File: src/logic/tfs_pkg.sv
// Constants shared by the timer input filter select block.
// Assumes one system clock; all slower rates are enable pulses.
package tfs_pkg;

  // ==========================================================
  // Register map
  localparam int ADDR_W = 4;
  localparam int CH_BIT = 3;
  localparam logic [2:0] IDX_COUNT = 3'h0;
  localparam logic [2:0] IDX_GRA = 3'h1;
  localparam logic [2:0] IDX_GRD = 3'h4;
  localparam logic [2:0] IDX_FILT = 3'h5;
  localparam int GR_NUM = 4;
  localparam int CH_NUM = 2;
  localparam int PIN_NUM = 4;

  // ==========================================================
  // Filter control layout
  localparam int FC_SEL_HI = 7;
  localparam int FC_SEL_LO = 6;
  localparam logic [7:0] FC_WRITE_MASK = 8'hcf;
  localparam logic [7:0] FC_RESET = 8'h00;
  localparam logic [15:0] WORD_RESET = 16'h0000;
  localparam logic [1:0] SEL_DIV32 = 2'h0;
  localparam logic [1:0] SEL_DIV8 = 2'h1;
  localparam logic [1:0] SEL_SYS = 2'h2;
  localparam logic [1:0] SEL_PRESC = 2'h3;

  // ==========================================================
  // Clock division and filter depth
  localparam int DIV_FAST = 8;
  localparam int DIV_SLOW = 32;
  localparam logic [4:0] DIV_SLOW_LAST = 5'(DIV_SLOW - 1);
  localparam logic [2:0] DIV_FAST_LAST = 3'(DIV_FAST - 1);
  localparam int FILT_SAMPLES = 3;
  localparam logic [1:0] FILT_LAST = 2'(FILT_SAMPLES - 1);

endpackage

File: src/logic/tfs_pin_filter.sv
// One capture/compare pin: synchroniser, then optional glitch filter.
// Assumes the sample tick is a one-cycle pulse on the same clock.
`timescale 1ns/100ps
module tfs_pin_filter (
  input wire logic ref_clk,
  input wire logic resetn,
  input wire logic pin_raw,
  input wire logic sample_tick,
  input wire logic filt_en,
  output logic pin_level
);

  logic sync1_reg;
  logic sync2_reg;
  logic [1:0] cnt_reg;
  logic level_reg;

  // ==========================================================
  // Synchroniser
  always_ff @(posedge ref_clk or negedge resetn) begin
    if (!resetn) begin
      sync1_reg <= 1'b0;
      sync2_reg <= 1'b0;
    end else begin
      sync1_reg <= pin_raw;
      sync2_reg <= sync1_reg;
    end
  end

  // ==========================================================
  // Filter: a new level must hold over consecutive samples
  always_ff @(posedge ref_clk or negedge resetn) begin
    if (!resetn) begin
      cnt_reg <= 2'h0;
      level_reg <= 1'b0;
    end else if (!filt_en) begin
      cnt_reg <= 2'h0;
      level_reg <= sync2_reg;
    end else if (sample_tick) begin
      if (sync2_reg == level_reg) begin
        cnt_reg <= 2'h0;
      end else if (cnt_reg == tfs_pkg::FILT_LAST) begin
        cnt_reg <= 2'h0;
        level_reg <= sync2_reg;
      end else begin
        cnt_reg <= cnt_reg + 2'h1;
      end
    end
  end

  assign pin_level = level_reg;
endmodule

File: src/logic/tfs_top.sv
// Timer input filter select: per-channel filter control, counter and
// general compare storage, and the eight filtered capture pins.
// Assumes the CPU port and prescaler ticks are on ref_clk; pins are async.
//
// Summary of operation
// - Filter clock: 00 sys/32, 01 sys/8, 10 sys, 11 prescaler clock.
// - Bits 5 and 4 of filter control are reserved and read zero.
// - Bit 3 enables the pin D filter, else bypass; resets to zero.
// - Bit 2 enables the pin C filter, else bypass; resets to zero.
// - Bit 1 enables the pin B filter, else bypass; resets to zero.
// - Bit 0 enables the pin A filter, else bypass; resets to zero.
// - Two filter control registers, each governs only its own channel.
// - Counter and general compare registers are 16-bit, word access only.
// - All other timer registers are byte registers on an 8-bit path.
// - A filter enable acts only while the pin is configured as input.
`timescale 1ns/100ps
module tfs_top (
  input wire logic ref_clk,
  input wire logic resetn,
  input wire logic [3:0] cpu_addr,
  input wire logic cpu_wr,
  input wire logic cpu_rd,
  input wire logic cpu_word,
  input wire logic [15:0] cpu_wdata,
  output logic [15:0] cpu_rdata,
  input wire logic [1:0] presc_tick,
  input wire logic [7:0] pin_raw,
  input wire logic [7:0] pin_is_input,
  output logic [7:0] pin_filtered
);

  logic [15:0] count_reg [tfs_pkg::CH_NUM];
  logic [15:0] gr_reg [tfs_pkg::CH_NUM][tfs_pkg::GR_NUM];
  logic [7:0] fc_reg [tfs_pkg::CH_NUM];
  logic [4:0] div_reg;
  logic [15:0] rdata_reg;
  logic tick_fast;
  logic tick_slow;
  logic [1:0] ch_tick;
  logic [7:0] en_eff;
  logic acc_ch;
  logic [2:0] acc_idx;
  logic is_gr;
  logic word_ok;
  logic byte_ok;

  function automatic logic pick_tick(input logic [1:0] sel, input logic t32,
                                     input logic t8, input logic tp);
    unique case (sel)
      tfs_pkg::SEL_DIV32: pick_tick = t32;
      tfs_pkg::SEL_DIV8: pick_tick = t8;
      tfs_pkg::SEL_SYS: pick_tick = 1'b1;
      tfs_pkg::SEL_PRESC: pick_tick = tp;
    endcase
  endfunction

  // ==========================================================
  // Access decode
  assign acc_ch = cpu_addr[tfs_pkg::CH_BIT];
  assign acc_idx = cpu_addr[2:0];
  assign is_gr = (acc_idx >= tfs_pkg::IDX_GRA) && (acc_idx <= tfs_pkg::IDX_GRD);
  // Word registers refuse byte access and the byte register refuses words
  assign word_ok = cpu_word && (is_gr || acc_idx == tfs_pkg::IDX_COUNT);
  assign byte_ok = !cpu_word && acc_idx == tfs_pkg::IDX_FILT;

  // ==========================================================
  // Filter sample clocks
  always_ff @(posedge ref_clk or negedge resetn) begin
    if (!resetn) begin
      div_reg <= 5'h00;
    end else begin
      div_reg <= div_reg + 5'h01;
    end
  end

  assign tick_fast = div_reg[2:0] == tfs_pkg::DIV_FAST_LAST;
  assign tick_slow = div_reg == tfs_pkg::DIV_SLOW_LAST;

  always_comb begin
    for (int c = 0; c < tfs_pkg::CH_NUM; c++) begin
      ch_tick[c] = pick_tick(fc_reg[c][tfs_pkg::FC_SEL_HI:tfs_pkg::FC_SEL_LO],
                             tick_slow, tick_fast, presc_tick[c]);
    end
  end

  // ==========================================================
  // Filter control registers, one per channel
  always_ff @(posedge ref_clk or negedge resetn) begin
    if (!resetn) begin
      fc_reg[0] <= tfs_pkg::FC_RESET;
      fc_reg[1] <= tfs_pkg::FC_RESET;
    end else if (cpu_wr && byte_ok) begin
      fc_reg[acc_ch] <= cpu_wdata[7:0] & tfs_pkg::FC_WRITE_MASK;
    end
  end

  // ==========================================================
  // Counter and general compare storage, whole words only
  always_ff @(posedge ref_clk or negedge resetn) begin
    if (!resetn) begin
      for (int c = 0; c < tfs_pkg::CH_NUM; c++) begin
        count_reg[c] <= tfs_pkg::WORD_RESET;
      end
    end else begin
      for (int c = 0; c < tfs_pkg::CH_NUM; c++) begin
        // A CPU write wins over a count on the same edge
        if (cpu_wr && word_ok && acc_idx == tfs_pkg::IDX_COUNT && acc_ch == c) begin
          count_reg[c] <= cpu_wdata;
        end else if (presc_tick[c]) begin
          count_reg[c] <= count_reg[c] + 16'h0001;
        end
      end
    end
  end

  always_ff @(posedge ref_clk or negedge resetn) begin
    if (!resetn) begin
      for (int c = 0; c < tfs_pkg::CH_NUM; c++) begin
        for (int g = 0; g < tfs_pkg::GR_NUM; g++) begin
          gr_reg[c][g] <= tfs_pkg::WORD_RESET;
        end
      end
    end else if (cpu_wr && word_ok && is_gr) begin
      gr_reg[acc_ch][2'(acc_idx - tfs_pkg::IDX_GRA)] <= cpu_wdata;
    end
  end

  // ==========================================================
  // Read data, one cycle after the read strobe
  always_ff @(posedge ref_clk or negedge resetn) begin
    if (!resetn) begin
      rdata_reg <= tfs_pkg::WORD_RESET;
    end else if (cpu_rd) begin
      if (byte_ok) begin
        rdata_reg <= {8'h00, fc_reg[acc_ch] & tfs_pkg::FC_WRITE_MASK};
      end else if (word_ok && is_gr) begin
        rdata_reg <= gr_reg[acc_ch][2'(acc_idx - tfs_pkg::IDX_GRA)];
      end else if (word_ok) begin
        rdata_reg <= count_reg[acc_ch];
      end else begin
        rdata_reg <= tfs_pkg::WORD_RESET;
      end
    end
  end

  assign cpu_rdata = rdata_reg;

  // ==========================================================
  // Pin filters; enable counts only for pins set as inputs
  always_comb begin
    for (int p = 0; p < tfs_pkg::CH_NUM * tfs_pkg::PIN_NUM; p++) begin
      en_eff[p] = fc_reg[p / tfs_pkg::PIN_NUM][p % tfs_pkg::PIN_NUM]
                  && pin_is_input[p];
    end
  end

  for (genvar p = 0; p < tfs_pkg::CH_NUM * tfs_pkg::PIN_NUM; p++) begin : g_pin
    tfs_pin_filter u_filt (
      .ref_clk(ref_clk),
      .resetn(resetn),
      .pin_raw(pin_raw[p]),
      .sample_tick(ch_tick[p / tfs_pkg::PIN_NUM]),
      .filt_en(en_eff[p]),
      .pin_level(pin_filtered[p])
    );
  end

  // ==========================================================
  // Checks
  logic [1:0] ch0_sel;

  assign ch0_sel = fc_reg[0][tfs_pkg::FC_SEL_HI:tfs_pkg::FC_SEL_LO];
endmodule

File: config.mk
export PLATFORM = sky130hd
export DESIGN_NAME = tfs_top
export DESIGN_NICKNAME = d
export VERILOG_FILES = /design/src/logic/tfs_pkg.sv /design/src/logic/tfs_pin_filter.sv /design/src/logic/tfs_top.sv
export SDC_FILE = /design/constraint.sdc
export NUM_CORES = 1
export LEC_CHECK = 0
export ABC_AREA = 1
export BUFFER_PORTS_ARGS = -buffer_cell sky130_fd_sc_hd__clkbuf_2
export CORE_MARGIN = 1.5
export CORE_UTILIZATION = 40
export DETAILED_ROUTE_END_ITERATION = 6
export GPL_ROUTABILITY_DRIVEN = 0
export SYNTH_ARGS = -nofsm -noshare
export SYNTH_HDL_FRONTEND = slang
export SYNTH_SLANG_ARGS = --single-unit
File: constraint.sdc
create_clock -name ref_clk -period 4.4 [get_ports ref_clk]
set_input_delay 0.44 -clock ref_clk [delete_from_list [all_inputs] [get_ports ref_clk]]
set_output_delay 0.44 -clock ref_clk [all_outputs]
set_load 0.005 [all_outputs]
==> results.sh <==
export IMPL_r2r_start="div_reg[0]$_DFF_PN0_"
export IMPL_cts_root_buffer="clkbuf_16"
export IMPL_cts_setup_buffers=0
export IMPL_ant_nets=0
export IMPL_synth_common_cells="nand2_1 (511), dfrtp_1 (233), nand3_1 (185)"
export IMPL_cts_resized=0
export IMPL_syn_avg_cell_area_sq_um=7.742
export IMPL_rows=61
export IMPL_initialDrtViolationCount=790
export IMPL_startpoint_type="primary input"
export IMPL_grt_total_usage_pct=21.90
export IMPL_cap_violations=0
export IMPL_yosysTopAreaCellShare_pct=51.34
export IMPL_post_route_util_pct=46.03
export IMPL_nNetsFinal=1554
export IMPL_hold_viol=0
export IMPL_slew_viol_final=0
export IMPL_required_ps=4800
export IMPL_synth_distinct_cells=31
export IMPL_grt_start_max_net_pins=112
export IMPL_grt_pass1_vias=9348
export IMPL_start_util_pct=40.77
export IMPL_die_area_sq_um=29410
export IMPL_min_path_type="in2async"
export IMPL_ff2ff_setup_slack_ps=2230
export IMPL_clkTransAtPathRegs_ps=60
export IMPL_synth_edf_count=0
export IMPL_finClkSkew_ps=9.149
export IMPL_synthToLayoutAreaGrowth_pct=12.91
export IMPL_status="finished clean"
export IMPL_ys_warn_count=0
export IMPL_critPathKind="in2reg"
export IMPL_drc=0
export IMPL_worstSetupEndpointType="flop"
export IMPL_worstPathArrival_ps=2710
export IMPL_antenna_found_initial=0
export IMPL_drive_gt1_share_pct=8.366
export IMPL_synth_largest_area_cell="dfrtp_1"
export IMPL_period_needed_ps=2309
export IMPL_avgViaCountPerCell=5.137
export IMPL_r2r_end="g_pin[1].u_filt.pin_level$_DFFE_PN0P_"
export IMPL_hpwl_um=20100
export IMPL_ys_flop_type="dfrtp_1"
export IMPL_tritoncts="built"
export IMPL_synth_area_sq_um=11360
export IMPL_wl_um=31170
export IMPL_wl_per_cell_um=16.44
export IMPL_coreArea_sq_um=27860
export IMPL_p_leak_nw=6.309
export IMPL_rsz0062_at_grt="false"
export IMPL_fin_tns_setup_ps=0
export IMPL_async_flop_share_pct=100.0
export IMPL_vdd_ir_drop_max_mv=0.2800
export IMPL_synthTopCellsByArea="dfrtp_1 (51%), nand2_1 (17%), nand3_1 (8.2%), o21ai_0 (8.0%), inv_1 (3.9%)"
export IMPL_crit_path_max_fanout=19
export IMPL_ys_ff_latch=233
export IMPL_dieHeight_um=171.5
export IMPL_largest_reg_flops=128
export IMPL_die_x_um=171.5
export IMPL_grt_overflow=0
export IMPL_design_portCount=67
export IMPL_grt_pass1_wl_um=50290
export IMPL_cts_sinks=233
export IMPL_diodes=0
export IMPL_period_share_pct=52.48
export IMPL_ctsHoldBuffers=0
export IMPL_relSlewSlack_pct=43.21
export IMPL_cts_buffers_inserted=25
export IMPL_yosysSeqAreaShare_pct=51.34
export IMPL_dr_pass1_iters=5
export IMPL_ctsHtreeMaxLevel=1
export IMPL_cts_buffer_depth=3
export IMPL_synth_nets=1519
export IMPL_vias=9740
export IMPL_io_buffer_count=66
export IMPL_synth_most_common_cell="nand2_1"
export IMPL_setup_viol=0
export IMPL_synthCells=1467
export IMPL_r2r_cells=9
export IMPL_timing_fmax_mhz=433.1
export IMPL_critPathLaunch="cpu_addr[1]"
export IMPL_tightest_slew_ps=851.8
export IMPL_insertion_delay_ps=520
export IMPL_p_per_area_nw_per_um2=476.3
==> worst max-delay path: stages <==
cell and delay [ps]:
clkbuf_2 140, inv_1 110, ha_1 210, nand3_1 360
nor2_1 320, nand2_2 280, nand2_1 240, clkinv_1 320
nand2_1 200, nand3_1 80
==> routing by layer <==
metal	share of wire (%)	global-route usage [%]	wire length (um)	vias to the layer above
li1	-	-	-	4801
met3	5.7	2.715	1763	50
met1	47	30.43	14500	4597
met2	45	35.98	14130	292
met4	2.5	6.102	775	0
met5	0	0	0	-
==> worst max path at each step <==
| stage | end | slack (ps) | cells after the start |
|---|---|---|---|
| 2_1_floorplan | count_reg[17]$_DFFE_PN0P_ | 2110 | 11 |
| 3_3_place_gp | count_reg[11]$_DFFE_PN0P_ | 1670 | 10 |
| 3_5_place_dp | count_reg[1]$_DFFE_PN0P_ | 1600 | 10 |
| 4_1_cts | count_reg[1]$_DFFE_PN0P_ | 2170 | 10 |
| 5_1_grt | count_reg[1]$_DFFE_PN0P_ | 1870 | 10 |
| 6_report | count_reg[6]$_DFFE_PN0P_ | 2090 | 10 |
==> report_power, final <==
part,switching [mW],leakage (nW),total (mW),internal [mW]
combinational,0.622,2.89,1.01,0.390
sequential,0.305,2.99,2.84,2.53
clock,0.853,0.435,2.26,1.40
total,1.78,6.31,6.11,4.33
==> through the flow <==
stage               cells  cell area [sq um]  worst slack, ps  hold slack, ps  power (mW)
finish               1896              12820             2091           4.302       6.108
CTS                  1896              12820             2166           5.635       6.164
detailed placement   1853              11940             1602           337.3       3.890
floorplan            1467              11360             2114           144.4       3.536
global placement     1853              11940             1671           334.4       3.859
global route         1896              12820             1871           10.89       6.485
==> final cells by class <==
type / count / area (sq um)
repair buffers: 83 / 470.5
inverters: 121 / 454.2
clock buffers: 37 / 750.7
fillers: 2802 / 15030
flip-flops and latches: 233 / 5831
well taps: 378 / 473.0
multi-input cells: 1038 / 4715
clock inverters: 6 / 130.1
==> cell families (layout without fill, tap and decap cells) <==
family                     after synthesis  in the layout  synth area share (%)
muxes                                    1              1               0.08814
buffers and inverters                  196            247                 7.150
DFF                                    233            233                 51.34
and+or+nand+nor                        781            781                 28.48
AOI/OAI and AO/OA                      225            225                 10.26
xor gates and xnor gates                22             22                 1.697
adders and majority gates                9              9                0.9915
==> placed cells by master (no fill, tap or decap), types with 2 or more instances in the layout <==
cell / Yosys / final
clkbuf_16: 0 / 25
nand2_1: 511 / 511
bufinv_16: 0 / 4
clkinv_2: 0 / 2
inv_1: 117 / 117
nor3_1: 15 / 15
nand4_1: 11 / 11
clkbuf_8: 0 / 8
o21ai_0: 182 / 182
clkbuf_1: 26 / 4
nand3_1: 185 / 185
buf_4: 8 / 18
nand2_2: 2 / 2
a21oi_1: 22 / 22
ha_1: 9 / 9
xnor2_1: 8 / 8
o22ai_1: 7 / 7
dfrtp_1: 233 / 233
o21bai_1: 2 / 2
clkbuf_2: 8 / 64
a31oi_1: 4 / 4
clkinv_1: 3 / 3
nor2_1: 52 / 52
xor2_1: 14 / 14
o211ai_1: 7 / 7
Note: power is estimated with default switching activity, not from simulation.
